==> src/design/ccrc_pkg.sv <==
// ccrc_pkg: register map, field positions, mode codes and seeds
// assumes byte-wide core register accesses on a single system clock
package ccrc_pkg;
    // ------------------------------------------------------------
    // register map
    // ------------------------------------------------------------
    localparam logic [15:0] ADDR_CONFIG = 16'ha078;
    localparam logic [15:0] ADDR_DATA0  = 16'ha07c;
    localparam logic [15:0] ADDR_DATA1  = 16'ha07d;
    localparam logic [15:0] ADDR_DATA2  = 16'ha07e;
    localparam logic [15:0] ADDR_DATA3  = 16'ha07f;
    localparam int          ADDR_W      = 16;
    localparam int          DATA_W      = 8;
    // ------------------------------------------------------------
    // config field positions and reset
    // ------------------------------------------------------------
    localparam int         WIDTH_LSB    = 6;
    localparam int         REV_BIT      = 5;
    localparam int         CARRY_DISCARD_BIT  = 4;
    localparam int         SEED_BIT     = 3;
    localparam int         BUSY_BIT     = 0;
    localparam logic [7:0] CONFIG_RESET = 8'h00;
    localparam logic [7:0] DATA_RESET   = 8'h00;
    // ------------------------------------------------------------
    // input width codes
    // ------------------------------------------------------------
    localparam logic [1:0] WIDTH_8  = 2'h0;
    localparam logic [1:0] WIDTH_16 = 2'h1;
    localparam logic [1:0] WIDTH_24 = 2'h2;
    localparam logic [1:0] WIDTH_32 = 2'h3;
    // ------------------------------------------------------------
    // mode codes
    // ------------------------------------------------------------
    localparam logic [2:0] MODE_OFF    = 3'h0;
    localparam logic [2:0] MODE_CSUM8  = 3'h1;
    localparam logic [2:0] MODE_CSUM32 = 3'h2;
    localparam logic [2:0] MODE_CRC16A = 3'h3;
    localparam logic [2:0] MODE_CRC16B = 3'h4;
    localparam logic [2:0] MODE_CRC32  = 3'h5;
    localparam logic [2:0] MODE_RSVD   = 3'h6;
    localparam logic [2:0] MODE_CLEAR  = 3'h7;
    // ------------------------------------------------------------
    // polynomials, seeds, masks
    // ------------------------------------------------------------
    localparam logic [31:0] POLY_CRC16A = 32'h0000_8005;
    localparam logic [31:0] POLY_CRC16B = 32'h0000_1021;
    localparam logic [31:0] POLY_CRC32  = 32'h04c1_1db7;
    localparam logic [31:0] SEED_CSUM   = 32'h0000_0000;
    localparam logic [31:0] SEED_CRC16  = 32'h0000_ffff;
    localparam logic [31:0] SEED_CRC32  = 32'hffff_ffff;
    localparam logic [31:0] MASK_8      = 32'h0000_00ff;
    localparam logic [31:0] MASK_16     = 32'h0000_ffff;
    localparam logic [31:0] MASK_32     = 32'hffff_ffff;
endpackage : ccrc_pkg

==> src/design/ccrc_bus_if.sv <==
// ccrc_bus_if: byte register bus between core side and accelerator
// assumes both ends on the same clk; rdata follows addr in-cycle
interface ccrc_bus_if;
    logic [15:0] addr;
    logic [7:0]  wdata;
    logic        wr_stb;
    logic [7:0]  rdata;

    modport device (
        input  addr,
        input  wdata,
        input  wr_stb,
        output rdata
    );
    modport host (
        output addr,
        output wdata,
        output wr_stb,
        input  rdata
    );
endinterface : ccrc_bus_if

==> src/design/ccrc_device.sv <==
// ccrc_device: checksum/crc accelerator with byte register port
// assumes the core writes high data bytes before byte 0
// Operation
// - width code 0..3 means 8/16/24/32 bits
// - one byte processed per clock cycle; the 32-bit checksum adds its whole word in the last busy cycle
// - reverse flag feeds input msb first
// - seeds and results never bit reversed
// - checksum adds previous carry unless discarded
// - seed flag routes data writes into seed
// - mode 000 disables the accelerator
// - modes 001/010 select 8/32-bit checksum
// - mode 011 selects crc-16 poly 8005
// - mode 100 selects crc-16 poly 1021
// - mode 101 crc-32, mode 110 reserved
// - code 111 clears state, restores default seed
// - software sets mode, then clear, then data
// - busy reads one while calculation pending
// - software need not poll busy at 8-bit width; wider words must wait for busy clear
// - 8-bit width uses only byte 0
// - software writes high bytes before byte 0
// - byte 0 write starts calc or loads seed
// - result readable from data registers unreversed
// - data bytes 1-3 held, reset zero
module ccrc_device (
    input  wire logic        clk,
    input  wire logic        srst,
    ccrc_bus_if.device       bus,
    output logic             busy,
    output logic [31:0]      result
);
    // ------------------------------------------------------------
    // registers
    // ------------------------------------------------------------
    logic [1:0]  width_reg;
    logic        rev_reg;
    logic        carry_discard_reg;
    logic        seed_reg;
    logic [2:0]  mode_reg;
    logic [23:0] entry_reg;
    logic [31:0] full_reg;
    logic [31:0] shift_reg;
    logic [2:0]  cnt_reg;
    logic [31:0] state_reg;
    logic        carry_reg;
    logic [31:0] state_next;
    logic        carry_next;

    // ------------------------------------------------------------
    // decode
    // ------------------------------------------------------------
    wire cfg_sel = bus.addr == ccrc_pkg::ADDR_CONFIG;
    wire d0_sel  = bus.addr == ccrc_pkg::ADDR_DATA0;
    wire d1_sel  = bus.addr == ccrc_pkg::ADDR_DATA1;
    wire d2_sel  = bus.addr == ccrc_pkg::ADDR_DATA2;
    wire d3_sel  = bus.addr == ccrc_pkg::ADDR_DATA3;
    wire cfg_wr  = bus.wr_stb && cfg_sel;
    wire d0_wr   = bus.wr_stb && d0_sel;
    wire [2:0] wr_mode = bus.wdata[2:0];
    wire clear_cmd = cfg_wr && wr_mode == ccrc_pkg::MODE_CLEAR;
    wire mode_ok = mode_reg != ccrc_pkg::MODE_OFF &&
                   mode_reg != ccrc_pkg::MODE_RSVD;
    wire start   = d0_wr && !seed_reg && mode_ok;
    wire last    = cnt_reg == 3'h1;

    // ------------------------------------------------------------
    // input word: width mask and optional reversal
    // ------------------------------------------------------------
    wire [31:0] raw_word  = {entry_reg, bus.wdata};
    wire [4:0]  pad_bits  = {~width_reg, 3'h0};
    wire [31:0] width_msk = ccrc_pkg::MASK_32 >> pad_bits;
    wire [31:0] rev_full  = {<<{raw_word}};
    wire [31:0] rev_word  = rev_full >> pad_bits;
    wire [31:0] in_word   = rev_reg ? rev_word : (raw_word & width_msk);
    wire [2:0]  in_bytes  = {1'b0, width_reg} + 3'h1;
    wire is_crc16 = mode_reg == ccrc_pkg::MODE_CRC16A ||
                    mode_reg == ccrc_pkg::MODE_CRC16B;
    wire [31:0] seed_msk  = mode_reg == ccrc_pkg::MODE_CSUM8 ?
                            ccrc_pkg::MASK_8 :
                            (is_crc16 ? ccrc_pkg::MASK_16 : ccrc_pkg::MASK_32);
    // seed taken in plain bit order whatever the reverse flag says
    wire [31:0] seed_word = raw_word & seed_msk;
    wire [31:0] def_seed  = mode_reg == ccrc_pkg::MODE_CRC32 ?
                            ccrc_pkg::SEED_CRC32 :
                            (is_crc16 ? ccrc_pkg::SEED_CRC16 :
                             ccrc_pkg::SEED_CSUM);

    // ------------------------------------------------------------
    // crc byte step, lsb of the fed byte first
    // ------------------------------------------------------------
    function automatic logic [31:0] crc_byte(
        input logic [31:0] crc,
        input logic [7:0]  dat,
        input logic        wide,
        input logic [31:0] poly
    );
        logic [31:0] c;
        logic        fb;
        c = crc;
        for (int i = 0; i < 8; i++) begin
            fb = (wide ? c[31] : c[15]) ^ dat[i];
            c  = {c[30:0], 1'b0} ^ (fb ? poly : 32'h0000_0000);
        end
        crc_byte = wide ? c : (c & ccrc_pkg::MASK_16);
    endfunction : crc_byte

    // ------------------------------------------------------------
    // per-cycle calculation
    // ------------------------------------------------------------
    wire [7:0]  cur_byte = shift_reg[7:0];
    wire        cin      = carry_reg && !carry_discard_reg;
    wire [8:0]  sum9     = {1'b0, state_reg[7:0]} + {1'b0, cur_byte} +
                           {8'h00, cin};
    wire [32:0] sum33    = {1'b0, state_reg} + {1'b0, full_reg} +
                           {32'h0000_0000, cin};

    always_comb begin
        state_next = state_reg;
        carry_next = carry_reg;
        unique case (mode_reg)
            ccrc_pkg::MODE_CSUM8: begin
                state_next = {24'h00_0000, sum9[7:0]};
                carry_next = sum9[8];
            end
            ccrc_pkg::MODE_CSUM32: begin
                // whole word added once, remaining cycles only hold busy
                if (last) begin
                    state_next = sum33[31:0];
                    carry_next = sum33[32];
                end
            end
            ccrc_pkg::MODE_CRC16A: begin
                state_next = crc_byte(state_reg, cur_byte, 1'b0,
                                      ccrc_pkg::POLY_CRC16A);
            end
            ccrc_pkg::MODE_CRC16B: begin
                state_next = crc_byte(state_reg, cur_byte, 1'b0,
                                      ccrc_pkg::POLY_CRC16B);
            end
            ccrc_pkg::MODE_CRC32: begin
                state_next = crc_byte(state_reg, cur_byte, 1'b1,
                                      ccrc_pkg::POLY_CRC32);
            end
            default: begin
                state_next = state_reg;
                carry_next = carry_reg;
            end
        endcase
    end

    // ------------------------------------------------------------
    // config and data entry
    // ------------------------------------------------------------
    always_ff @(posedge clk) begin
        if (srst) begin
            width_reg   <= ccrc_pkg::CONFIG_RESET[7:6];
            rev_reg     <= ccrc_pkg::CONFIG_RESET[5];
            carry_discard_reg <= ccrc_pkg::CONFIG_RESET[4];
            seed_reg    <= ccrc_pkg::CONFIG_RESET[3];
            mode_reg    <= ccrc_pkg::CONFIG_RESET[2:0];
            entry_reg   <= {3{ccrc_pkg::DATA_RESET}};
        end else begin
            if (cfg_wr) begin
                width_reg   <= bus.wdata[ccrc_pkg::WIDTH_LSB +: 2];
                rev_reg     <= bus.wdata[ccrc_pkg::REV_BIT];
                carry_discard_reg <= bus.wdata[ccrc_pkg::CARRY_DISCARD_BIT];
                seed_reg    <= bus.wdata[ccrc_pkg::SEED_BIT];
                // clear code is a command: the selected mode stays
                if (!clear_cmd) begin
                    mode_reg <= wr_mode;
                end
            end
            if (bus.wr_stb && d1_sel) begin
                entry_reg[7:0] <= bus.wdata;
            end
            if (bus.wr_stb && d2_sel) begin
                entry_reg[15:8] <= bus.wdata;
            end
            if (bus.wr_stb && d3_sel) begin
                entry_reg[23:16] <= bus.wdata;
            end
        end
    end

    // ------------------------------------------------------------
    // calculation state
    // ------------------------------------------------------------
    always_ff @(posedge clk) begin
        if (srst) begin
            full_reg  <= ccrc_pkg::SEED_CSUM;
            shift_reg <= ccrc_pkg::SEED_CSUM;
            cnt_reg   <= 3'h0;
            state_reg <= ccrc_pkg::SEED_CSUM;
            carry_reg <= 1'b0;
        end else if (clear_cmd) begin
            cnt_reg   <= 3'h0;
            state_reg <= def_seed;
            carry_reg <= 1'b0;
        end else if (cfg_wr && !(wr_mode != ccrc_pkg::MODE_OFF &&
                                 wr_mode != ccrc_pkg::MODE_RSVD)) begin
            cnt_reg <= 3'h0;
        end else if (d0_wr && seed_reg) begin
            cnt_reg   <= 3'h0;
            state_reg <= seed_word;
            carry_reg <= 1'b0;
        end else if (start) begin
            full_reg  <= in_word;
            shift_reg <= in_word;
            cnt_reg   <= in_bytes;
            // only the byte in flight is committed, so back-to-back 8-bit
            // writes never drop a word; wider words lose their remaining bytes
            if (cnt_reg != 3'h0 && mode_ok) begin
                state_reg <= state_next;
                carry_reg <= carry_next;
            end
        end else if (cnt_reg != 3'h0 && mode_ok) begin
            shift_reg <= shift_reg >> 8;
            cnt_reg   <= cnt_reg - 3'h1;
            state_reg <= state_next;
            carry_reg <= carry_next;
        end
    end

    // ------------------------------------------------------------
    // readback
    // ------------------------------------------------------------
    assign busy   = cnt_reg != 3'h0;
    assign result = state_reg;
    wire [7:0] cfg_rd = {width_reg, rev_reg, carry_discard_reg, seed_reg,
                         2'b00, busy};
    assign bus.rdata = cfg_sel ? cfg_rd :
                       d0_sel  ? state_reg[7:0] :
                       d1_sel  ? state_reg[15:8] :
                       d2_sel  ? state_reg[23:16] :
                       d3_sel  ? state_reg[31:24] :
                       8'h00;
endmodule : ccrc_device

==> src/flat_wrapper.sv <==
// flat-port wrapper written by rule: the top's interface ports become plain ports
module ccrc_device_flat 
  (clk, srst, busy, result, bus_addr, bus_wdata, bus_wr_stb, bus_rdata);
  ccrc_bus_if bus_i ();
  input  wire logic clk;
  input  wire logic srst;
  output logic busy;
  output logic [31:0] result;
  input wire logic [$bits(bus_i.addr)-1:0] bus_addr;
  input wire logic [$bits(bus_i.wdata)-1:0] bus_wdata;
  input wire logic [$bits(bus_i.wr_stb)-1:0] bus_wr_stb;
  output wire logic [$bits(bus_i.rdata)-1:0] bus_rdata;
  assign bus_i.addr = bus_addr;
  assign bus_i.wdata = bus_wdata;
  assign bus_i.wr_stb = bus_wr_stb;
  assign bus_rdata = bus_i.rdata;
  ccrc_device u_core (.clk(clk), .srst(srst), .bus(bus_i), .busy(busy), .result(result));
endmodule
==> config.mk <==
export PLATFORM = sky130hd
export DESIGN_NAME = ccrc_device_flat
export DESIGN_NICKNAME = d
export VERILOG_FILES = /design/src/design/ccrc_pkg.sv /design/src/design/ccrc_bus_if.sv /design/src/design/ccrc_device.sv /design/src/flat_wrapper.sv
export SDC_FILE = /design/constraint.sdc
export NUM_CORES = 1
export LEC_CHECK = 0
export BUFFER_PORTS_ARGS = -buffer_cell sky130_fd_sc_hd__buf_2
export CORE_ASPECT_RATIO = 0.9
export CORE_UTILIZATION = 35
export CTS_CLUSTER_SIZE = 16
export DETAILED_ROUTE_END_ITERATION = 8
export PLACE_DENSITY = 0.61
export SETUP_SLACK_MARGIN = 0.4
export SLEW_MARGIN = 10
export SYNTH_ARGS = -nofsm -noshare
export SYNTH_HDL_FRONTEND = slang
export SYNTH_SLANG_ARGS = --single-unit
==> constraint.sdc <==
create_clock -name clk -period 2.9 [get_ports clk]
set_input_delay 0.58 -clock clk [delete_from_list [all_inputs] [get_ports clk]]
set_output_delay 0.58 -clock clk [all_outputs]
set_load 0.01 [all_outputs]
==> results_dict.tcl, run 1 <==
set metrics [dict create \
    syn_avg_cell_area_um2 7.85 \
    avgRoutedWirePerCell_um 24.4 \
    die_w_um 178 \
    relSlewSlack_pct 30.9 \
    first_global_vias 9814 \
    ant_nets 0 \
    synth_top_area_share_pct 26.9 \
    grt-ovfl-total 0 \
    power.density_nw_per_um2 310 \
    ys.flop_type "dfxtp_1" \
    max_freq_mhz 350 \
    grt_pass1_wl_mm 63.9 \
    rsz0062_at_grt "yes" \
    synth_adder_area_share_pct 6.30 \
    synthXorXnorAreaFrac_pct 12.2 \
    finalInstanceArea_um2 13500 \
    synth_top_cell_by_area "dfxtp_1" \
    slew_violations 0 \
    skew_ps 28.0 \
    cts_buffer_depth 2 \
    grt_max_degree 80 \
    start_kind "flip-flop" \
    worst_pin_slew_ps 1040 \
    drt_iter0_markers 1398 \
    synthMuxAreaShare_pct 6.94 \
    postSynthCellCount 1249 \
    start_util_pct 36.0 \
    antenna_found_initial 0 \
    vias_per_cell 5.94 \
    cts_tree "done" \
    synth_compound_area_share_pct 25.1 \
    synthToLayoutAreaGrowth_pct 37.4 \
    clk_pin_slew_ps 60 \
    hpwl_mm 34.4 \
    row_count 57 \
    synth_top_family_by_area "compound AO/OA/AOI/OAI gates" \
    peakVddDrop_v 0.000384 \
    period_needed_ps 2860 \
    cp.arrival_ps 3180 \
    place_area_um2 11800 \
    syn_area_um2 9810 \
    h-tree-depth 4 \
    drive_gt1_share_pct 32.1 \
    clk_latency_ps 440 \
    hold_buffers 0 \
    vias 10900 \
    synth.area.top_cells "dfxtp_1 27%, xnor2_1 6.6%, nor2_1 6.2%" \
    setup_viol 0 \
    min_path_type "flip-flop to flip-flop" \
    max-cap-violations 0 \
    synth_edf_count 0 \
    async_reset_ff_share_pct 0 \
    outcome "finished clean" \
    pin_count 68 \
    drt_pre_antenna_iters 6 \
    cts_root_buf "clkbuf_16" \
    drc_errors 0 \
    synthSimpleGateAreaFrac_pct 18.7 \
    die_h_um 161 \
    yosys_warnings 0 \
    track_usage_pct 30.6 \
    core_um2 27200 \
    synth-seq-cells 132 \
    port_buffers 67 \
    nNetsFinal 1552 \
    ys_seq_area_share_pct 26.9 \
    synth.distinct_cells 74 \
    wirelength_mm 44.9 \
    cts_buffers 17 \
    worstSetupPathType "flip-flop to flip-flop" \
    die_area_um2 28700 \
    period_share_pct 98.6 \
    end_kind "flip-flop" \
    synth_common_cells "163 x nor2_1, 132 x dfxtp_1, 115 x a21oi_1" \
    diodes 0 \
    leakage_nw 5.65 \
    cts.sinks 132 \
    hold_viol 0 \
    yosysMostFrequentCell "nor2_1" \
    synthesis.nets 1323 \
    final_util_pct 49.5 \
    cp_max_fo 2 \
    place_congestion 1.03 \
    crit_required_ps 3230 \
]
through the flow:
step	std cells	setup TNS, ps	worst slack (ps)	total power [mW]	hold WS (ps)
after floorplan	1249	0	248	1.92	433
after global placement	1777	-1830	-132	1.99	445
after detailed placement	1777	-2060	-140	1.99	447
after CTS	1822	-4.75	-4.75	4.18	455
after global routing	1844	-229	-54.3	4.27	477
final	1844	0	41.5	4.17	457
routing by layer:
| metal | vias to the layer above | global-route usage, % | wire, µm |
|---|---|---|---|
| met1 | 5247 | 44.6 | 19800 |
| li1 | 4974 | - | - |
| met4 | 0 | 10.6 | 1380 |
| met2 | 618 | 42.5 | 18600 |
| met3 | 107 | 8.50 | 5210 |
| met5 | - | 0 | 0 |
repair_timing:
item / in CTS / in global routing
setup endpoints to repair: 59 / 77
pin swaps: 60 / 68
cloned: 0 / 4
resized for setup: 84 / 86
setup buffers: 14 / 18
logic make-up (layout without fill, tap and decap cells):
logic type | Yosys count | after routing
xor gates and xnor gates | 126 | 126
muxes | 57 | 57
and+or+nand+nor | 402 | 402
buffers and inverters | 96 | 336
adders and majority gates | 47 | 47
DFF | 132 | 132
AOI/OAI and AO/OA | 389 | 390
cell type report:
type                    instances  area (µm²)
flip-flops and latches        132        2660
well taps                     354         443
inverters                      22        82.6
fillers                      2665       13800
multi-input cells            1022        7560
clock buffers                  21         460
clock inverters                10         125
repair buffers                283        2150
placed cells by master, fill, tap and decap left out, types with 15 or more instances in the layout:
| cell type | count |
|---|---|
| nor2_1 | 157 |
| a211oi_1 | 36 |
| buf_6 | 25 |
| dfxtp_1 | 122 |
| clkbuf_16 | 19 |
| mux2i_1 | 41 |
| nor3_1 | 34 |
| a21o_1 | 15 |
| xnor2_1 | 63 |
| o21ai_0 | 77 |
| inv_1 | 18 |
| buf_4 | 190 |
| xor2_1 | 37 |
| ha_1 | 41 |
| nand2_1 | 105 |
| nand3_1 | 17 |
| buf_2 | 61 |
| o21ai_1 | 21 |
| a21oi_1 | 100 |
power by group:
part           total, mW  internal [mW]  switching [mW]
combinational      0.148         0.0393           0.108
sequential          1.81           1.81       0.0000107
clock               2.21           1.31           0.901
total               4.17           3.16            1.01
worst max-delay path: stages (launching register included):
cell and delay, ps:
dfxtp_2 320, nand2b_4 150, inv_2 60, fa_2 210
inv_2 40, fa_2 350, nand2b_4 160, a21oi_4 160
o31ai_4 80, buf_6 150, buf_6 120, a21oi_4 200
o21ai_2 100, buf_4 150, a21oi_4 190, nor4_4 80
o31ai_1 210
path summary, 6_finish.rpt:
| path | startpoint | end | slack, ps | depth (start not counted) |
|---|---|---|---|---|
| hold / removal | u_core.shift_reg[27] | u_core.shift_reg[27] | 460 | 2 |
| hold reg to reg | u_core.shift_reg[27] | u_core.shift_reg[27] | 460 | 2 |
| setup / recovery | u_core.carry_discard_reg | u_core.carry_reg | 40 | 16 |
| setup reg to reg | u_core.carry_discard_reg | u_core.carry_reg | 40 | 16 |
No activity file was read; power rests on OpenSTA's default activity.
==> run 2, diff against run 1 <==
--- a/config.mk
+++ b/config.mk
@@ -8,8 +8,11 @@
 export BUFFER_PORTS_ARGS = -buffer_cell sky130_fd_sc_hd__buf_2
 export CORE_ASPECT_RATIO = 0.9
 export CORE_UTILIZATION = 35
+export CTS_BUF_LIST = sky130_fd_sc_hd__clkbuf_4 sky130_fd_sc_hd__clkbuf_8 sky130_fd_sc_hd__clkbuf_16
 export CTS_CLUSTER_SIZE = 16
 export DETAILED_ROUTE_END_ITERATION = 8
+export GPL_TIMING_DRIVEN = 0
+export MAX_ROUTING_LAYER = met4
 export PLACE_DENSITY = 0.61
 export SETUP_SLACK_MARGIN = 0.4
 export SLEW_MARGIN = 10
==> run 2 against run 1 <==
The run now ends with DRC, setup timing left. Register-to-register slack got worse by 70 ps. Clock-buffer cell count decreased by 2. Critical endpoint is now u_core.result[8]. Utilization decreased by 1.7 points. Highest routed layer unchanged. Final cell count decreased by 4.7%. Largest cell class unchanged. Sequential power about the same. Sequential cell count unchanged. Critical path type unchanged.
==> results_dict.tcl, run 2 (synthesized netlist as in run 1, its figures left out) <==
set metrics [dict create \
    drive_gt1_share_pct 30.5 \
    avgRoutedWirePerCell_um 26.3 \
    rsz0062_at_grt "yes" \
    cts_buffers 17 \
    max-cap-violations 0 \
    port_buffers 61 \
    pin_count 68 \
    drt_pre_antenna_iters 8 \
    finalWorstSetupSlack_ps -28.7 \
    violations "DRC, setup timing" \
    grt-ovfl-total 0 \
    final_common_cell "nor2_1" \
    hpwl_mm 35.1 \
    drc_errors 1 \
    die_h_um 161 \
    setup_tns_ps -65.9 \
    period_share_pct 101 \
    min_path_type "flip-flop to flip-flop" \
    end_kind "flip-flop" \
    period_needed_ps 2930 \
    place_congestion 1.04 \
    ant_nets 0 \
    antenna_found_initial 1 \
    cp_max_fo 2 \
    skew_ps 10.2 \
    finalInstanceArea_um2 13000 \
    grt_max_degree 17 \
    globalRouteMet2Util_pct 46.5 \
    wirelength_mm 46.3 \
    cts.sinks 132 \
    track_usage_pct 33.3 \
    clk_latency_ps 440 \
    nNetsFinal 1463 \
    p_total_mw 4.30 \
    start_kind "flip-flop" \
    slew_violations 0 \
    setup_viol 3 \
    first_global_vias 10100 \
    worst_pin_slew_ps 926 \
    hold_slack_ps 476 \
    synthToLayoutAreaGrowth_pct 32.7 \
    grt_pass1_wl_mm 66.9 \
    vias_per_cell 6.15 \
    start_util_pct 36.0 \
    core_um2 27200 \
    outcome "finished with violations" \
    peakVddDrop_v 0.000382 \
    max_freq_mhz 341 \
    hold_viol 0 \
    gr-usage-met1_pct 46.5 \
    crit_required_ps 3200 \
    leakage_nw 5.18 \
    final_util_pct 47.8 \
    h-tree-depth 4 \
    die_w_um 178 \
    power.density_nw_per_um2 330 \
    vias 10800 \
    relSlewSlack_pct 38.3 \
    drt_iter0_markers 1564 \
    row_count 57 \
    die_area_um2 28700 \
    place_area_um2 10700 \
    cp.arrival_ps 3230 \
    cts_tree "done" \
    grt_busiest_layer "met1" \
    cts_buffer_depth 2 \
    final_cell_mix "147 x nor2_1, 102 x nand2_1, 97 x a21oi_1, 97 x dfxtp_1, 80 x o21ai_0" \
    cts_root_buf "clkbuf_16" \
    worstSetupPathType "flip-flop to flip-flop" \
    met3_usage_pct 7.36 \
    clk_pin_slew_ps 70 \
]
[run 2: changes by cell type in the layout (fill, tap and decap cells not counted), sizes merged, moves of 2 or more]
| cell | delta |
|---|---|
| clkbuf | +47 |
| inv | +6 |
| buf | -138 |
| diode | +2 |
| clkinvlp | -4 |
[run 2: final cells by class]
cell class / count / area, µm²
antenna: 2 / 5.00
buffer: 74 / 448
clock buffer: 19 / 453
clock inverter: 13 / 163
fill: 2714 / 14200
inverter: 22 / 83.8
multi-input combinational: 1022 / 7910
sequential: 132 / 2690
tap: 354 / 443
timing repair buffer: 120 / 830
[run 2: critical path, stage by stage, from the launching register on]
cell and delay, ps:
dfxtp_2 350, nand2b_4 150, inv_2 40, fa_2 340, inv_2 60, fa_2 180, nand2b_4 140, a21oi_4 70
buf_4 150, buf_6 110, o311a_4 310, nor2_4 120, xor2_2 220, o221ai_2 190, a221oi_1 290, nor3_1 70
[run 2: metal layers]
layer / vias up / part of all wire, %
met5: - / 0
met4: 0 / 3.4
met3: 116 / 12
met2: 674 / 43
met1: 5217 / 42
li1: 4797 / -
[run 2: power breakdown]
group	leakage, nW	switching [mW]	internal, mW
registers	1.08	0.0000126	1.81
clock network	0.304	0.981	1.34
logic	3.79	0.123	0.0384
total	5.18	1.10	3.19
[run 2: repair_timing]
| item | CTS | global route |
|---|---|---|
| hold buffers | 0 | 0 |
| endpoints found under the hold margin | 0 | 0 |
| resized for setup | 207 | 117 |
| pin swaps | 64 | 59 |
| setup buffers | 41 | 16 |
| gates cloned | 2 | 1 |
| setup endpoints to repair | 108 | 90 |
[run 2: final timing paths]
path	from	end	slack, ps	cells after the start
setup / recovery	u_core.carry_discard_reg	u_core.result[8]	-30	15
hold / removal	u_core.shift_reg[30]	u_core.shift_reg[30]	480	2
setup reg to reg	u_core.carry_discard_reg	u_core.result[8]	-30	15
hold reg to reg	u_core.shift_reg[30]	u_core.shift_reg[30]	480	2
[run 2: through the flow]
step | instances | setup WS [ps]
after floorplan | 1249 | 248
after global placement | 1664 | -845
after global routing | 1758 | -132
after detailed placement | 1664 | -840
after CTS | 1739 | -64.6
final | 1758 | -28.7
==> run 3, diff against run 2 <==
==> constraint.sdc (replaced) <==
create_clock -name clk -period 2.9 [get_ports clk]
set_input_delay 0.29 -clock clk [delete_from_list [all_inputs] [get_ports clk]]
set_output_delay 0.29 -clock clk [all_outputs]
set_load 0.01 [all_outputs]
==> run 3 against run 2 <==
The run ends with setup timing left. Clock power decreased by 8%. Sequential share of layout area grew 0.91 points. Worst hold slack got worse by 82 ps. Utilization down 1.8 points. Final area is 3.7% lower. Highest routed layer unchanged.
==> results_dict.tcl, run 3 (synthesized netlist as in run 1, its figures left out) <==
set metrics [dict create \
    crit_chain "ha_1 -> a21oi_1 -> o211ai_1 -> a21oi_1 -> o21ai_2 -> o211ai_1 -> a21oi_2 -> or3_1 -> o211a_1 -> a21oi_2" \
    end_kind "flip-flop" \
    period_share_pct 101 \
    track_usage_pct 33.1 \
    hpwl_mm 35.2 \
    clk_pin_slew_ps 70 \
    min_path_type "primary input to flip-flop" \
    grt_max_degree 17 \
    max-cap-violations 0 \
    slew_violations 0 \
    port_buffers 61 \
    vias_per_cell 6.23 \
    finalWorstSetupSlack_ps -34.3 \
    die_h_um 161 \
    nNetsFinal 1438 \
    antenna_found_initial 1 \
    cts_buffers 17 \
    combPwrFrac_pct 3.8 \
    p_switching_mw 1.10 \
    slowest_delay_ps 470 \
    die_area_um2 28700 \
    drc_errors 0 \
    cp_top_family "compound AO/OA/AOI/OAI gates" \
    relSlewSlack_pct 38.0 \
    start_kind "flip-flop" \
    hold_buffers 0 \
    avgRoutedWirePerCell_um 26.6 \
    first_global_vias 10100 \
    start_util_pct 36.0 \
    crit_buf_inv 0 \
    crit_slowest_cell "dfxtp_2" \
    final_common_cell "nor2_1" \
    core_um2 27200 \
    cts_buffer_depth 2 \
    outcome "finished with violations" \
    drt_pre_antenna_iters 6 \
    cts_root_buf "clkbuf_16" \
    grt_pass1_wl_mm 66.7 \
    cts.sinks 132 \
    power.density_nw_per_um2 327 \
    final_util_pct 46.0 \
    hold_viol 0 \
    ant_nets 0 \
    setup_viol 2 \
    cts_tree "done" \
    clock_power_share_pct 52.2 \
    clk_latency_ps 440 \
    h-tree-depth 4 \
    cp.arrival_ps 3300 \
    violations "setup timing" \
    synthToLayoutAreaGrowth_pct 27.8 \
    seqPwrFrac_pct 44.0 \
    period_needed_ps 2930 \
    vias 10800 \
    skew_ps 10.9 \
    rsz0062_at_grt "yes" \
    worstSetupPathType "flip-flop to flip-flop" \
    pin_count 68 \
    die_w_um 178 \
    drive_gt1_share_pct 26.6 \
    wirelength_mm 46.1 \
    cp_max_fo 6 \
    max_freq_mhz 341 \
    crit_required_ps 3260 \
    worst_pin_slew_ps 930 \
    internal-power_mw 3.00 \
    place_congestion 1.04 \
    final_cell_mix "157 x nor2_1, 104 x nand2_1, 100 x a21oi_1, 99 x dfxtp_1, 86 x o21ai_0" \
    hold_slack_ps 393 \
    row_count 57 \
    drt_iter0_markers 1371 \
    leakage_nw 4.93 \
    peakVddDrop_v 0.000405 \
    swShare_pct 26.9 \
    grt-ovfl-total 0 \
]
==> run 3: cell types whose count changed in the layout (fill, tap and decap cells not counted), sizes merged <==
cell / before / now
buf: 143 / 115
nor2: 164 / 163
clkinvlp: 0 / 3
bufinv: 2 / 0
clkbuf: 70 / 73
diode: 2 / 1
inv: 28 / 29
clkinv: 5 / 4
==> run 3: what timing repair did <==
item	4_1_cts	5_1_grt
resized for setup	153	110
hold endpoints to repair	0	0
endpoints found under the setup margin	102	69
setup buffers	21	14
pin swaps	36	51
==> run 3: per-stage QoR <==
stage	setup WS [ps]	TNS (ps)	area (µm²)	total power [mW]	instances
floorplan	326	0	9900	1.92	1249
global placement	-751	-38400	10600	2.00	1664
detailed placement	-763	-39520	10600	2.00	1664
CTS	-44.8	-161	12000	4.10	1717
global route	-129	-630	12500	4.18	1732
finish	-34.3	-35.3	12500	4.10	1732
==> run 3: final timing paths <==
path	slack (ps)	from	cells past startpoint	to
setup / recovery	-30	u_core.result[15]	10	u_core.result[31]
hold / removal	390	bus_wdata[7]	3	u_core.width_reg[1]
setup reg to reg	-30	u_core.result[15]	10	u_core.result[31]
hold reg to reg	470	u_core.shift_reg[28]	2	u_core.shift_reg[28]
==> run 3: cell type report <==
type,instances,area (µm²)
diodes,1,2.50
plain buffers,74,350
clock buffers,18,439
clock inverters,14,139
fillers,2770,14700
inverters,22,83.8
multi-input cells,1021,7800
flip-flops and latches,132,2700
well taps,354,443
repair buffers,96,583
==> run 3: power by group through the flow <==
stage          clock (mW)  combinational, mW  sequential [mW]
2_1_floorplan           0             0.0676             1.85
3_3_place_gp            0              0.145             1.85
3_5_place_dp            0              0.145             1.85
4_1_cts              2.15              0.146             1.81
5_1_grt              2.22              0.159             1.80
6_report             2.14              0.155             1.81
==> run 3: tightest hold or removal path, delay by kind of cell <==
kind | cells | cell delay, ps
buffers and inverters | 1 | 290
AO/OA/AOI/OAI | 1 | 60
AND/OR/NAND/NOR | 1 | 140
==> run 3: metal layers <==
metal / part of all wire, % / GRT usage, % / vias to the layer above
li1: - / - / 4774
met1: 42 / 44.5 / 5253
met2: 42 / 46.1 / 661
met3: 12 / 9.61 / 111
met4: 3.7 / 12.6 / 0
met5: 0 / - / -
